<file path="src/astx_pkg.sv">
// package for the asynchronous serial transmitter: register map, fields, resets, counts
// assumes a plain register port with read data one cycle after the read strobe
package astx_pkg;
  // register offsets (byte addresses, one word each)
  localparam logic [3:0] ASTX_OFS_DATA  = 4'h0;
  localparam logic [3:0] ASTX_OFS_CTRL  = 4'h4;
  localparam logic [3:0] ASTX_OFS_BAUD  = 4'h8;
  localparam logic [3:0] ASTX_OFS_STAT  = 4'hc;
  // control field positions
  localparam int ASTX_CTL_TRANSMIT_ENABLE_BIT  = 0;
  localparam int ASTX_CTL_SYNC  = 1;
  localparam int ASTX_CTL_SERIAL_PORT_ENABLE  = 2;
  localparam int ASTX_CTL_POL   = 3;
  localparam int ASTX_CTL_NINE  = 4;
  localparam int ASTX_CTL_BIT9  = 5;
  localparam int ASTX_CTL_B16   = 6;
  localparam int ASTX_CTL_IE    = 7;
  // status field positions
  localparam int ASTX_ST_EMPTY  = 0;
  localparam int ASTX_ST_SHEMP  = 1;
  localparam int ASTX_ST_IRQ    = 2;
  // reset values
  localparam logic [7:0]  ASTX_CTRL_RST = 8'h00;
  localparam logic [15:0] ASTX_BAUD_RST = 16'h0000;
  // frame: start + up to nine data + one stop
  localparam logic [3:0]  ASTX_BITS_8   = 4'ha;
  localparam logic [3:0]  ASTX_BITS_9   = 4'hb;
  // cycles from a buffer write until the empty flag shows it
  localparam int ASTX_FLAG_LAT = 2;
endpackage

</file>
<file path="src/astx_baud_if.sv">
// interface carrying the baud tick and its divisor between top and generator
// assumes one clock domain
`timescale 1ns/100ps
interface astx_baud_if;
  logic [15:0] divisor;
  logic        wide;
  logic        run;
  logic        tick;
  modport gen (input divisor, input wide, input run, output tick);
  modport use_side (output divisor, output wide, output run, input tick);
endinterface

</file>
<file path="src/astx_baud_gen.sv">
// baud generator: one tick every lim+1 clocks, lim being the divisor or, in 8 bit mode, its low byte
// assumes run is held low while idle; back-to-back frames keep it high and still start a fresh period at the tick
`timescale 1ns/100ps
module astx_baud_gen (
  // clock and reset
  input  wire logic core_clk,
  input  wire logic rst,
  // divisor and tick
  astx_baud_if.gen  bif
);
  logic [15:0] cnt_r;
  logic [15:0] lim;

  // 8 bit mode ignores the upper divisor byte
  assign lim = bif.wide ? bif.divisor : {8'h00, bif.divisor[7:0]};
  // compare with >= so a divisor cut below the running count cannot wrap the counter
  assign bif.tick = bif.run && (cnt_r >= lim);

  // counter restarts on every tick and while stopped
  always_ff @(posedge core_clk) begin
    if (rst || !bif.run || bif.tick) begin
      cnt_r <= 16'h0000;
    end else begin
      cnt_r <= cnt_r + 16'h0001;
    end
  end
endmodule // astx_baud_gen

</file>
<file path="src/astx_top.sv">
// asynchronous serial transmitter with one-deep holding buffer
// assumes a single clock and a master that never waits
//
// Our own choices: the strobed register port and the address map.
`timescale 1ns/100ps
module astx_top (
  // clock and reset
  input  wire logic        core_clk,
  input  wire logic        rst,
  // register port
  input  wire logic [3:0]  addr,
  input  wire logic [31:0] wdata,
  input  wire logic        wr,
  input  wire logic        rd,
  output logic      [31:0] rdata,
  // transmit pin
  output logic             transmit_pin_o,
  output logic             transmit_pin_oe,
  // interrupt request level
  output logic             tx_irq
);
  typedef enum logic [0:0] {ASTX_IDLE, ASTX_SEND} astx_state_t;

  ////////////////////////////////////////////////////////////////////////
  // registers
  logic [7:0]  ctrl_r;
  logic [15:0] baud_r;
  logic [8:0]  tx_holding_buffer_r;
  logic        hold_full_r;
  logic [9:0]  tx_shift_register_r;
  logic [3:0]  bit_cnt_r;
  logic [3:0]  frame_len_r;
  astx_state_t state_r;
  logic [1:0]  wr_dly_r;
  logic        flag_r;
  logic        transmit_enable_bit_d_r;

  // control decode
  logic transmit_enable_bit, sync_sel, serial_port_enable, output_polarity_invert;
  logic nine_bit_enable, ninth_data_bit, wide_div, buffer_empty_irq_enable;
  logic active, wr_data, wr_ctrl, wr_baud, load, bit_done, frame_done, line_level;
  logic shift_empty_status;
  astx_baud_if bif ();

  assign transmit_enable_bit     = ctrl_r[astx_pkg::ASTX_CTL_TRANSMIT_ENABLE_BIT];
  assign sync_sel                = ctrl_r[astx_pkg::ASTX_CTL_SYNC];
  assign serial_port_enable      = ctrl_r[astx_pkg::ASTX_CTL_SERIAL_PORT_ENABLE];
  assign output_polarity_invert  = ctrl_r[astx_pkg::ASTX_CTL_POL];
  assign nine_bit_enable         = ctrl_r[astx_pkg::ASTX_CTL_NINE];
  assign ninth_data_bit          = ctrl_r[astx_pkg::ASTX_CTL_BIT9];
  assign wide_div                = ctrl_r[astx_pkg::ASTX_CTL_B16];
  assign buffer_empty_irq_enable = ctrl_r[astx_pkg::ASTX_CTL_IE];

  ////////////////////////////////////////////////////////////////////////
  // bus decode and baud generator hookup
  assign active  = transmit_enable_bit && !sync_sel && serial_port_enable;
  assign wr_data = wr && (addr == astx_pkg::ASTX_OFS_DATA);
  assign wr_ctrl = wr && (addr == astx_pkg::ASTX_OFS_CTRL);
  assign wr_baud = wr && (addr == astx_pkg::ASTX_OFS_BAUD);
  assign bif.divisor = baud_r;
  assign bif.wide    = wide_div;
  assign bif.run     = (state_r == ASTX_SEND);

  astx_baud_gen u_baud (
    .core_clk (core_clk),
    .rst      (rst),
    .bif      (bif)
  );

  // a bit ends on each tick; the frame ends after the single stop bit
  assign bit_done   = bif.tick;
  assign frame_done = bit_done && (bit_cnt_r == frame_len_r - 4'h1);
  // load when idle, or at the very end of the stop bit for back-to-back
  assign load = active && hold_full_r && ((state_r == ASTX_IDLE) || frame_done);
  assign shift_empty_status = (state_r == ASTX_IDLE);

  ////////////////////////////////////////////////////////////////////////
  // software writable registers
  always_ff @(posedge core_clk) begin
    if (rst) begin
      ctrl_r <= astx_pkg::ASTX_CTRL_RST;
      baud_r <= astx_pkg::ASTX_BAUD_RST;
    end else begin
      if (wr_ctrl) ctrl_r <= wdata[7:0];
      if (wr_baud) baud_r <= wdata[15:0];
    end
  end

  // holding buffer; the ninth bit is taken with the byte write
  always_ff @(posedge core_clk) begin
    if (rst) begin
      tx_holding_buffer_r <= 9'h000;
      hold_full_r         <= 1'b0;
    end else if (wr_data) begin
      tx_holding_buffer_r <= {ninth_data_bit, wdata[7:0]};
      hold_full_r         <= 1'b1;
    // a write while full overwrites the queued character; software polls the flag first
    end else if (load || !transmit_enable_bit) begin
      hold_full_r         <= 1'b0;
    end
  end

  ////////////////////////////////////////////////////////////////////////
  // shifter: bit 0 is on the line; start space, data lsb first, stop mark
  always_ff @(posedge core_clk) begin
    if (rst) begin
      state_r             <= ASTX_IDLE;
      tx_shift_register_r <= 10'h3ff;
      bit_cnt_r           <= 4'h0;
      frame_len_r         <= astx_pkg::ASTX_BITS_8;
    end else if (load) begin
      state_r     <= ASTX_SEND;
      bit_cnt_r   <= 4'h0;
      frame_len_r <= nine_bit_enable ? astx_pkg::ASTX_BITS_9 : astx_pkg::ASTX_BITS_8;
      // no parity generated: the ninth bit goes out as written
      tx_shift_register_r <= nine_bit_enable ? {tx_holding_buffer_r, 1'b0}
                                             : {1'b1, tx_holding_buffer_r[7:0], 1'b0};
    // abort comes before frame end so a dropped enable never lets a frame finish
    end else if (!active) begin
      state_r             <= ASTX_IDLE;
      tx_shift_register_r <= 10'h3ff;
    end else if (frame_done) begin
      state_r             <= ASTX_IDLE;
      tx_shift_register_r <= 10'h3ff;
    end else if (bit_done) begin
      bit_cnt_r           <= bit_cnt_r + 4'h1;
      tx_shift_register_r <= {1'b1, tx_shift_register_r[9:1]};
    end
  end

  // mark fills in when idle; polarity flips idle and data alike
  assign line_level = (state_r == ASTX_SEND) ? tx_shift_register_r[0] : 1'b1;
  // the line value is registered so the pin comes from a flip-flop
  always_ff @(posedge core_clk) begin
    if (rst) begin
      transmit_pin_o  <= 1'b1;
      transmit_pin_oe <= 1'b0;
    end else begin
      transmit_pin_o  <= line_level ^ output_polarity_invert;
      transmit_pin_oe <= serial_port_enable && !sync_sel;
    end
  end

  ////////////////////////////////////////////////////////////////////////
  // empty flag: hardware only, lags a write by two cycles
  always_ff @(posedge core_clk) begin
    if (rst) begin
      wr_dly_r <= 2'b00;
      flag_r   <= 1'b0;
      transmit_enable_bit_d_r <= 1'b0;
    end else begin
      wr_dly_r <= {wr_dly_r[0], wr_data};
      transmit_enable_bit_d_r <= transmit_enable_bit;
      // held as it was (cleared if the transmitter is off) until the write has settled, then follows the buffer
      if (wr_data || wr_dly_r[0]) begin
        flag_r <= flag_r && transmit_enable_bit;
      end else begin
        flag_r <= transmit_enable_bit && !hold_full_r;
      end
    end
  end

  assign tx_irq = flag_r && buffer_empty_irq_enable;

  ////////////////////////////////////////////////////////////////////////
  // read port: data stand one cycle after the strobe only
  always_ff @(posedge core_clk) begin
    if (rst || !rd) begin
      rdata <= 32'h0000_0000;
    end else begin
      unique case (addr)
        astx_pkg::ASTX_OFS_DATA: rdata <= {23'h000000, tx_holding_buffer_r};
        astx_pkg::ASTX_OFS_CTRL: rdata <= {24'h000000, ctrl_r};
        astx_pkg::ASTX_OFS_BAUD: rdata <= {16'h0000, baud_r};
        astx_pkg::ASTX_OFS_STAT: rdata <= {29'h00000000, tx_irq, shift_empty_status, flag_r};
        default:                 rdata <= 32'h0000_0000;
      endcase
    end
  end
endmodule // astx_top

</file>
<file path="config.mk">
export PLATFORM = sky130hd
export DESIGN_NAME = astx_top
export DESIGN_NICKNAME = d
export VERILOG_FILES = /design/src/astx_pkg.sv /design/src/astx_baud_if.sv /design/src/astx_baud_gen.sv /design/src/astx_top.sv
export SDC_FILE = /design/constraint.sdc
export NUM_CORES = 1
export LEC_CHECK = 0
export BUFFER_PORTS_ARGS = -buffer_cell sky130_fd_sc_hd__buf_4
export CORE_ASPECT_RATIO = 0.6
export CORE_UTILIZATION = 55
export DETAILED_ROUTE_END_ITERATION = 8
export GPL_ROUTABILITY_DRIVEN = 0
export GPL_TIMING_DRIVEN = 0
export PLACE_DENSITY = 0.79
export SETUP_SLACK_MARGIN = 0.02
export SLEW_MARGIN = 20
export SYNTH_ARGS = -nofsm -noshare
export SYNTH_HDL_FRONTEND = slang
export SYNTH_HIERARCHICAL = 1
export SYNTH_SLANG_ARGS = --single-unit
</file>
<file path="constraint.sdc">
create_clock -name core_clk -period 4.05 [get_ports core_clk]
set_input_delay 0.2025 -clock core_clk [delete_from_list [all_inputs] [get_ports core_clk]]
set_output_delay 0.2025 -clock core_clk [all_outputs]
set_load 0.01 [all_outputs]
</file>
After elaboration in Yosys (flattened, before gate mapping)
Cells that the tools add are included.
{"block": "op_classes", "n_mul": 0, "order_cmp": 1, "div_mod_pow": 0, "n_eq_ne": 6, "n_mux": 15, "bitwise_logic": 3, "add_sub_neg": 3, "reduce_logical": 28, "shifts": 0}
{"cell": "16-bit one-hot mux with 4 select lines", "n": 1}
{"cell": "10-bit two-way mux", "n": 5}
{"cell": "16-bit by 1-bit adder with 16-bit output (second input constant)", "n": 1}
{"cell": "16-bit >= comparator", "n": 1}
{"cell": "16-bit two-way mux", "n": 1}
{"cell": "1-bit logical AND", "n": 13}
{"cell": "4-bit == test (second input constant)", "n": 2}
{"cell": "1-bit two-way mux", "n": 8}
{"cell": "1-bit logical OR", "n": 6}
{"cell": "1-bit logical NOT", "n": 5}
{"cell": "4-bit by 1-bit adder with 4-bit output (second input constant)", "n": 1}
{"cell": "4-bit by 3-bit == test with 1-bit output (second input constant)", "n": 1}
{"cell": "4-bit == test", "n": 1}
{"cell": "4-bit logical NOT", "n": 1}
{"cell": "4-bit by 1-bit != test with 1-bit output (second input constant)", "n": 1}
{"cell": "4-bit by 1-bit subtractor with 4-bit output (second input constant)", "n": 1}
{"cell": "3-bit by 1-bit != test with 1-bit output (second input constant)", "n": 1}
{"cell": "3-bit AND reduction", "n": 1}
{"cell": "1-bit NOT", "n": 2}
{"cell": "2-bit nonzero test", "n": 1}
{"cell": "2-bit OR reduction", "n": 1}
{"cell": "1-bit bitwise XOR", "n": 1}
{"block": "word_totals", "in_bits": 40, "reg_bits": 105, "ramBits": 0, "out_inout_bits": 35, "n_memories": 0, "latchBits": 0, "mem_bits_ro": 0, "elab_cells": 70}

Depth between registers and ports, before layout
Gate-level depths: netlist of the first run.
{"block": "depth", "ltp_word": 9, "depth_mapped": 13, "ltp_nobuf": 11}

By module
The synthesis of the first run kept the hierarchy.
{"module": "astx_top", "seq_area_each_um2": 1401.3, "n_inst": 1, "area_each_um2": 3006.6, "cells_per_inst": 315}
{"module": "astx_baud_gen", "seq_area_each_um2": 320.3, "n_inst": 1, "area_each_um2": 1191.1, "cells_per_inst": 131}

Worst setup path after synthesis of the first run
Ideal clock, no wire load.
{"block": "synth_timing", "kind": "flip-flop to flip-flop", "startpoint": "register ctrl_r[6]", "endpoint": "register tx_shift_register_r[7]", "t_arrival_ps": 2894, "required_ps": 3928, "synth_period_minus_slack_ps": 3016, "setup_ps": 122, "setup_slack_ps": 1034, "path_buffers": 1, "stages_incl_launch_ff": 12, "cell_sequence": "dfxtp_1 > clkbuf_1 > nand2_1 > ha_1 > and4_4 > nand2_1 > o31ai_4 > and2_1 > nand2_1 > a2111oi_4 > nor2_2 > a221o_1"}
{"block": "synth_via", "elab_chain_cells": 7, "elab_cells_between_ends": 10, "classes_between": "1 x order compare; 1 x eq/ne; 4 x mux; 4 x reduce/logical"}
{"item": "start: declaration", "line": "astx_top.sv:26", "text": "logic [7:0] ctrl_r;"}
{"item": "start signal: assignment", "line": "astx_top.sv:81", "text": "ctrl_r <= astx_pkg::ASTX_CTRL_RST;"}
{"item": "start signal: assignment", "line": "astx_top.sv:84", "text": "if (wr_ctrl) ctrl_r <= wdata[7:0];"}
{"item": "16-bit two-way mux *", "line": "astx_baud_gen.sv:15", "text": "assign lim = bif.wide ? bif.divisor : {8'h00, bif.divisor[7:0]};"}
{"item": "16-bit >= comparator *", "line": "astx_baud_gen.sv:17", "text": "assign bif.tick = bif.run && (cnt_r >= lim);"}
{"item": "1-bit logical AND *", "line": "astx_baud_gen.sv:17"}
{"item": "net bif.tick", "line": "astx_baud_if.sv:8", "text": "logic tick;"}
{"item": "1-bit logical AND", "line": "astx_top.sv:72", "text": "assign frame_done = bit_done && (bit_cnt_r == frame_len_r - 4'h1);"}
{"item": "10-bit two-way mux / 1-bit logical OR (equally long branches)", "line": "astx_top.sv:122, astx_top.sv:74"}
{"item": "10-bit two-way mux / 1-bit logical AND (equally long branches)", "line": "astx_top.sv:119, astx_top.sv:74"}
{"item": "10-bit two-way mux / 4-bit by 1-bit != test with 1-bit output (equally long branches)"}
{"item": "end signal: assignment", "line": "astx_top.sv:116", "text": "tx_shift_register_r <= nine_bit_enable ? {tx_holding_buffer_r, 1'b0}"}
{"item": "end signal: assignment", "line": "astx_top.sv:127", "text": "tx_shift_register_r <= {1'b1, tx_shift_register_r[9:1]};"}
{"item": "end: declaration", "line": "astx_top.sv:30", "text": "logic [9:0] tx_shift_register_r;"}
Mark *: on every way through the listed nets, which the timed path passes. The rest lies on a longest branch.
A chain may end at the register's enable or synchronous reset.

Worst setup path after layout of the first run
{"block": "layout_timing", "startpoint": "register ctrl_r[6]", "endpoint": "register frame_len_r[0]"}
{"block": "layout_via", "elab_chain_cells": 6}
{"item": "16-bit two-way mux", "line": "astx_baud_gen.sv:15"}
{"item": "16-bit >= comparator", "line": "astx_baud_gen.sv:17"}
{"item": "1-bit logical AND", "line": "astx_baud_gen.sv:17"}
{"item": "net bif.tick", "line": "astx_baud_if.sv:8"}
{"item": "1-bit logical AND", "line": "astx_top.sv:72"}
{"item": "1-bit logical OR", "line": "astx_top.sv:74", "text": "assign load = active && hold_full_r && ((state_r == ASTX_IDLE) || frame_done);"}
{"item": "1-bit logical AND", "line": "astx_top.sv:74"}
{"item": "end signal: assignment", "line": "astx_top.sv:110", "text": "frame_len_r <= astx_pkg::ASTX_BITS_8;"}
{"item": "end signal: assignment", "line": "astx_top.sv:114", "text": "frame_len_r <= nine_bit_enable ? astx_pkg::ASTX_BITS_9 : astx_pkg::ASTX_BITS_8;"}
{"item": "end: declaration", "line": "astx_top.sv:32", "text": "logic [3:0] frame_len_r;"}
The timed path passes the listed nets, and every way through them passes these cells.

==> impl_metrics.py, run 1 <==
metrics = {
    "cells_and_area": {
        "final_common_cell": "dfxtp_1",
        "syn_to_final_growth_pct": 19.2,
        "stdcell_count": 622,
        "fin_nets": 572,
        "final_cell_mix": "86 x dfxtp_1, 59 x buf_4, 45 x nor2_1, 32 x mux2i_1, 27 x nand2_1",
        "fin_area_um2": 5000,
        "diodes": 0,
        "drive_above_1_share_pct": 22.0,
    },
    "floorplan": {
        "die_h_um": 69.7,
        "core_um2": 7330,
        "die_x_um": 115,
        "std_cell_rows": 24,
        "num_io_pins": 75,
        "start_util_pct": 57.3,
        "die-area_um2": 8000,
    },
    "power": {
        "switching_share_pct": 22.2,
        "pwr-share-comb_pct": 5.4,
        "p_sw_mw": 0.397,
        "seqPwrFrac_pct": 47.8,
        "p_int_mw": 1.39,
        "p_total_mw": 1.79,
        "powerDensity_nw_per_um2": 358,
        "clock_power_share_pct": 46.8,
        "leakage_nw": 2.02,
        "ir_worst_vdd_uv": 229,
    },
    "synthesis": {
        "synth_edf_count": 0,
        "synth_top_area_share_pct": 41.0,
        "ys_ff_latch": 86,
        "async_reset_ff_share_pct": 0,
        "yosys_warnings": 6,
        "syn_avg_cell_area_um2": 9.41,
        "syn_area_um2": 4200,
        "syn_inst": 446,
        "synth_area_leaders": "dfxtp_1 41%, mux2i_1 7.6%, ha_1 5.4%, nor2_1 4.0%, a21oi_1 3.1%",
        "synth_flop_cell": "dfxtp_1",
        "synth_top_cell_by_area": "dfxtp_1",
        "synth.distinct_cells": 56,
        "ys_seq_area_share_pct": 41.0,
    },
    "grt": {
        "antenna_found_initial": 0,
        "grt_pass1_vias": 3227,
        "overflow": 0,
        "grt_pass1_wl_um": 15900,
        "grt_start_max_net_pins": 16,
        "grt_use_total_pct": 26.4,
    },
    "place": {
        "numPortBuffers": 42,
        "pre_cts_ws_ns": 0.472,
        "dp_cells": 607,
        "placed_cell_area_um2": 4700,
        "post-dp-hpwl_um": 7370,
    },
    "clock_network": {
        "post-cts-setup-buffers": 0,
        "cts_hold_buf": 0,
        "ctsLongestPathBuffers": 2,
        "clk_pin_slew_ns": 0.06,
        "cts_root_buf": "clkbuf_16",
        "cts-resized-gates": 0,
        "htree_levels": 3,
        "cts.sinks": 86,
        "cts_buffers": 9,
        "cts_tree": "done",
        "clk_latency_ns": 0.34,
    },
    "flow_run": {
        "drv_cap": 0,
    },
    "timing": {
        "hold_viol": 0,
        "clock_skew_ns": 0.00974,
        "slew_viol_final": 0,
        "worst_pin_slew_ns": 0.815,
        "rsz0062_at_grt": "no",
        "setup_viol": 0,
        "fmax_mhz": 270,
        "period_needed_ns": 3.71,
        "max-slew-margin-rel_pct": 45.3,
        "tns_ns": 0,
        "finalCritPeriodShare_pct": 91.6,
        "setup_ws_ns": 0.341,
    },
    "critical_path": {
        "cp_top_family": "compound AO/OA/AOI/OAI gates",
        "crit_top_cell": "nand2_1",
        "worstPathRequired_ns": 4.32,
        "start_kind": "flip-flop",
        "slowest_stage": "a2111oi_4",
        "crit_buf_inv": 1,
        "worstPathMaxFanout": 10,
        "slowest_delay_ns": 0.72,
        "critPathArrivalTime_ns": 3.98,
        "critPathKind": "reg2reg",
        "critical_path.endpoint_type": "flip-flop",
        "crit_chain": "clkbuf_1 > nand2_1 > ha_1 > and4_4 > nand2_1 > o31ai_4 > and2_1 > nand2_1 > a2111oi_4 > o21a_4 > mux2i_1",
    },
    "routing": {
        "routed_wl_um": 9920,
        "wl_met1_um": 4640,
        "vias": 3429,
        "antenna_left": 0,
        "drtPass1Iterations": 5,
        "drt_iter0_markers": 263,
        "wl_met3_um": 941,
        "via_per_inst": 5.51,
        "wl_met2_um": 4210,
        "drt-wirelength-per-cell_um": 15.9,
        "drcViolationCount": 0,
        "highest_layer": "met4",
    },
    "run_status": {
        "status": "finished clean",
    },
    "min_path": {
        "worstHoldPathType": "in2reg",
    },
}
cell usage after synthesis, types with 5 or more instances:
| master | n |
|---|---|
| dfxtp_1 | 86 |
| nor2_1 | 45 |
| mux2i_1 | 32 |
| nand2_1 | 27 |
| a21oi_1 | 26 |
| inv_1 | 19 |
| ha_1 | 18 |
| nand3_1 | 18 |
| buf_4 | 17 |
| clkbuf_1 | 14 |
| o211ai_1 | 13 |
| nor3_2 | 10 |
| and2_1 | 9 |
| nor2b_1 | 9 |
| nor3_1 | 9 |
| o21ai_0 | 9 |
| xor2_1 | 8 |
| nand2b_1 | 7 |
| xnor2_1 | 7 |
| a31o_2 | 6 |
| a211oi_1 | 5 |
flip-flops by register name (all words and copies together) (netlist names), 4 cells and up:
| name | count |
|---|---|
| baud_r | 16 |
| rdata | 16 |
| u_baud/cnt_r | 16 |
| tx_shift_register_r | 10 |
| tx_holding_buffer_r | 9 |
| ctrl_r | 8 |
| bit_cnt_r | 4 |
worst register-to-register path: stages, from the launching register on:
cell and delay (ns):
dfxtp_1 0.36, clkbuf_1 0.30, nand2_1 0.12, ha_1 0.36
and4_4 0.26, nand2_1 0.10, o31ai_4 0.43, and2_1 0.33
nand2_1 0.18, a2111oi_4 0.72, o21a_4 0.30, mux2i_1 0.18
worst paths after layout:
check | to | cells past startpoint | slack (ns) | start
hold / removal | baud_r[12] | 3 | 0.1 | wdata[12]
setup reg to reg | frame_len_r[0] | 11 | 0.34 | ctrl_r[6]
setup / recovery | frame_len_r[0] | 11 | 0.34 | ctrl_r[6]
hold reg to reg | ctrl_r[7] | 2 | 0.47 | ctrl_r[7]
area by class of cell:
cell class | instances | area [µm²]
buffer | 38 | 219
clock buffer | 10 | 239
clock inverter | 5 | 63.8
fill | 588 | 2320
inverter | 19 | 71.3
multi-input combinational | 318 | 2240
sequential | 86 | 1720
tap | 104 | 130
timing repair buffer | 42 | 315
per-layer routing:
layer	global-route usage (%)	vias to the layer above
met5	0	-
met4	8.37	0
met3	7.60	14
met2	38.4	156
met1	37.6	1605
li1	-	1654
power groups by stage:
stage	clock, mW	sequential [mW]	combinational [mW]
floorplan	0	0.872	0.0591
detailed placement	0	0.873	0.0952
CTS	0.842	0.854	0.0959
global placement	0	0.873	0.0931
finish	0.837	0.854	0.0974
global route	0.876	0.855	0.104
cells by family after synthesis:
group                    after synthesis  synth area share [%]
other                                  1                0.0893
multiplexers                          35                  9.24
AND/OR/NAND/NOR                      157                  20.4
AO/OA/AOI/OAI                         77                  13.8
adder cells (fa/ha/maj)               18                  5.37
flip-flops                            86                  41.0
buffers and inverters                 57                  6.92
XOR/XNOR                              15                  3.13
metrics by stage:
stage	hold WS [ns]	util [%]
final	0.0963	68.3
after global routing	0.110	68.3
after CTS	0.0963	68.3
after detailed placement	0.441	64.1
after global placement	0.431	64.1
after floorplan	0.346	-
Note: power is estimated with default switching activity, not from simulation.
==> run 2: changes to the inputs <==
- CORE_ASPECT_RATIO: 0.6 -> 0.5
- CORE_UTILIZATION: 55 -> 50
- PLACE_DENSITY: 0.79 -> 0.76
- SYNTH_HIERARCHICAL: 1 -> not set
- clock period: 4.05 -> 3 ns (I/O delays scaled with it)
==> run 2 against run 1 <==
  * Register-to-register slack hardly changed
  * Synthesized cell count is 3.8% higher
  * Die area is 5.9% higher
  * First-iteration DRC count is 15% lower
  * Largest cell class unchanged
  * Largest power group unchanged
==> impl_metrics.py, run 2 <==
metrics = {
    "run_status": {
        "status": "finished clean",
    },
    "critical_path": {
        "reg2reg_slack_ns": 0.33,
        "critPathKind": "reg2reg",
        "worstPathRequired_ns": 3.20,
        "start_kind": "flip-flop",
        "slowest_delay_ns": 0.46,
        "critPathArrivalTime_ns": 2.88,
        "slowest_stage": "dfxtp_2",
        "critical_path.endpoint_type": "flip-flop",
        "worstPathMaxFanout": 10,
        "crit_chain": "nand2_1 > ha_1 > nand4_1 > or3_1 > and4_1 > and3_1 > o311ai_0 > a21oi_1",
    },
    "clock_network": {
        "clk_pin_slew_ns": 0.06,
        "post-cts-setup-buffers": 0,
        "cts_tree": "done",
        "htree_levels": 3,
        "cts.sinks": 86,
        "clk_latency_ns": 0.35,
        "ctsLongestPathBuffers": 2,
        "cts_root_buf": "clkbuf_16",
        "cts_buffers": 9,
    },
    "grt": {
        "overflow": 0,
        "use_met2_pct": 37.2,
        "grt_pass1_wl_um": 15200,
        "grt_pass1_vias": 3051,
        "grt_use_total_pct": 23.7,
        "grt_start_max_net_pins": 14,
        "antenna_found_initial": 0,
        "grt_use_met1_pct": 32.1,
        "top_usage_layer": "met2",
        "grtUsageMet3_pct": 5.86,
    },
    "synthesis": {
        "yosysMostFrequentCell": "dfxtp_1",
        "synth_edf_count": 0,
        "ys_seq_area_share_pct": 42.6,
        "yosys_warnings": 0,
        "synth_area_leaders": "dfxtp_1 43%, mux2i_1 6.9%, nor2_1 5.8%, ha_1 5.6%, nand2_1 4.7%",
        "async_reset_ff_share_pct": 0,
        "synth_flop_cell": "dfxtp_1",
        "ys_ff_latch": 86,
        "syn_avg_cell_area_um2": 8.73,
        "synth.distinct_cells": 49,
        "synth_top_cell_by_area": "dfxtp_1",
        "synth_top_area_share_pct": 42.6,
        "syn_area_um2": 4040,
        "synth_common_cells": "86 x dfxtp_1, 63 x nor2_1, 51 x nand2_1",
        "syn_inst": 463,
    },
    "routing": {
        "via_per_inst": 5.22,
        "drt_iter0_markers": 223,
        "antenna_left": 0,
        "drt-wirelength-per-cell_um": 14.3,
        "vias": 3358,
        "drtPass1Iterations": 4,
        "drcViolationCount": 0,
        "routed_wl_um": 9170,
    },
    "min_path": {
        "worstHoldPathType": "in2reg",
    },
    "power": {
        "leakage_nw": 2.03,
        "switching_share_pct": 21.6,
        "seqPwrFrac_pct": 49.0,
        "p_int_mw": 1.85,
        "powerDensity_nw_per_um2": 487,
        "clock_power_share_pct": 45.9,
        "ir_worst_vdd_uv": 328,
        "p_sw_mw": 0.509,
        "pwr-share-comb_pct": 5.2,
    },
    "floorplan": {
        "die-area_um2": 8470,
        "core_um2": 7570,
        "start_util_pct": 53.4,
        "die_h_um": 65.6,
        "std_cell_rows": 22,
        "num_io_pins": 75,
        "die_x_um": 129,
    },
    "cells_and_area": {
        "final_common_cell": "dfxtp_1",
        "stdcell_count": 643,
        "final_cell_mix": "85 x dfxtp_1, 63 x nor2_1, 60 x buf_4, 51 x nand2_1, 31 x a21oi_1",
        "reg_top3": "baud_r (16), rdata (16), u_baud.cnt_r (16)",
        "diodes": 0,
        "drive_above_1_share_pct": 17.8,
        "syn_to_final_growth_pct": 19.7,
        "fillers": 642,
        "fin_nets": 588,
    },
    "timing": {
        "period_needed_ns": 2.67,
        "finalCritPeriodShare_pct": 89.1,
        "tns_ns": 0,
        "worst_pin_slew_ns": 0.601,
        "hold_viol": 0,
        "slew_viol_final": 0,
        "setup_viol": 0,
        "clock_skew_ns": 0.00689,
        "max-slew-margin-rel_pct": 59.9,
        "fmax_mhz": 374,
        "rsz0062_at_grt": "no",
    },
    "place": {
        "post-dp-hpwl_um": 6850,
        "numPortBuffers": 42,
        "dp_cells": 628,
    },
    "flow_run": {
        "drv_cap": 0,
    },
}
[run 2: changes by cell type in the layout (fill, tap and decap cells not counted), moves of 4 or more]
cell / before / now
nand2_1: 27 / 51
and3_1: 1 / 6
nor3_2: 10 / 1
o31ai_1: 0 / 8
a21oi_1: 26 / 31
a31o_2: 6 / 0
a21oi_2: 1 / 6
o211ai_1: 13 / 0
a31oi_1: 1 / 10
nor2_1: 45 / 63
mux2i_1: 32 / 28
inv_1: 19 / 15
[run 2: kinds of logic (layout without fill, tap and decap cells)]
| kind of cell | Yosys count | after routing | synth area share [%] |
|---|---|---|---|
| compound gates | 76 | 76 | 12.0 |
| simple gates | 185 | 185 | 21.6 |
| flops | 86 | 86 | 42.6 |
| buf+inv | 52 | 109 | 7.12 |
| other cells | 1 | 16 | 0.0928 |
| fa+ha+maj | 18 | 18 | 5.57 |
| mux | 30 | 30 | 7.77 |
| xor+xnor | 15 | 15 | 3.25 |
[run 2: through the flow]
stage,hold slack [ns],cell area [µm²],power (mW),setup slack (ns),utilization [%]
3_3_place_gp,0.402,4550,1.30,0.0192,60.1
2_1_floorplan,0.286,4100,1.25,0.594,-
5_1_grt,0.0516,4840,2.43,0.146,63.9
3_5_place_dp,0.410,4550,1.30,0.0233,60.1
6_report,0.0522,4840,2.36,0.328,63.9
4_1_cts,0.0437,4830,2.37,0.0927,63.9
[run 2: per-layer routing]
layer,up-vias,part of all wire [%]
met5,-,0
met3,8,5.0
met1,1589,49
li1,1694,-
met2,67,45
met4,0,0.85
[run 2: worst paths after layout]
| check | start | end | cells after the start |
|---|---|---|---|
| worst min-delay path | wdata[11] | baud_r[11] | 3 |
| worst min register to register | ctrl_r[1] | transmit_pin_oe | 1 |
| worst max-delay path | ctrl_r[6] | hold_full_r | 8 |
| worst max register to register | ctrl_r[6] | hold_full_r | 8 |
[run 2: area by class of cell]
type	instances	area (µm²)	share of cell area, %
Sequential cell	86	1720	35.6
Clock buffer	12	236	4.89
Multi-Input combinational cell	340	2090	43.3
Inverter	15	56.3	1.16
Buffer	36	229	4.73
Clock inverter	4	47.5	0.983
Tap cell	108	135	2.79
Timing Repair Buffer	42	315	6.52
[run 2: power by group through the flow]
stage / combinational, mW / sequential (mW) / clock (mW)
6_report: 0.122 / 1.15 / 1.08
5_1_grt: 0.133 / 1.15 / 1.14
4_1_cts: 0.121 / 1.15 / 1.10
3_5_place_dp: 0.121 / 1.18 / 0
3_3_place_gp: 0.120 / 1.18 / 0
2_1_floorplan: 0.0746 / 1.18 / 0
[run 2: worst max-delay path: cells and delay by family (launching register included)]
family / cells / cell delay [ns]
simple gates: 5 / 1.16
flops: 1 / 0.46
fa+ha+maj: 1 / 0.32
compound gates: 2 / 0.58
[run 2: timing repair]
item | 4_1_cts | 5_1_grt
resized for setup | 1 | 2
endpoints found under the setup margin | 6 | 24
hold buffers | 0 | 0
gates cloned | 0 | 0
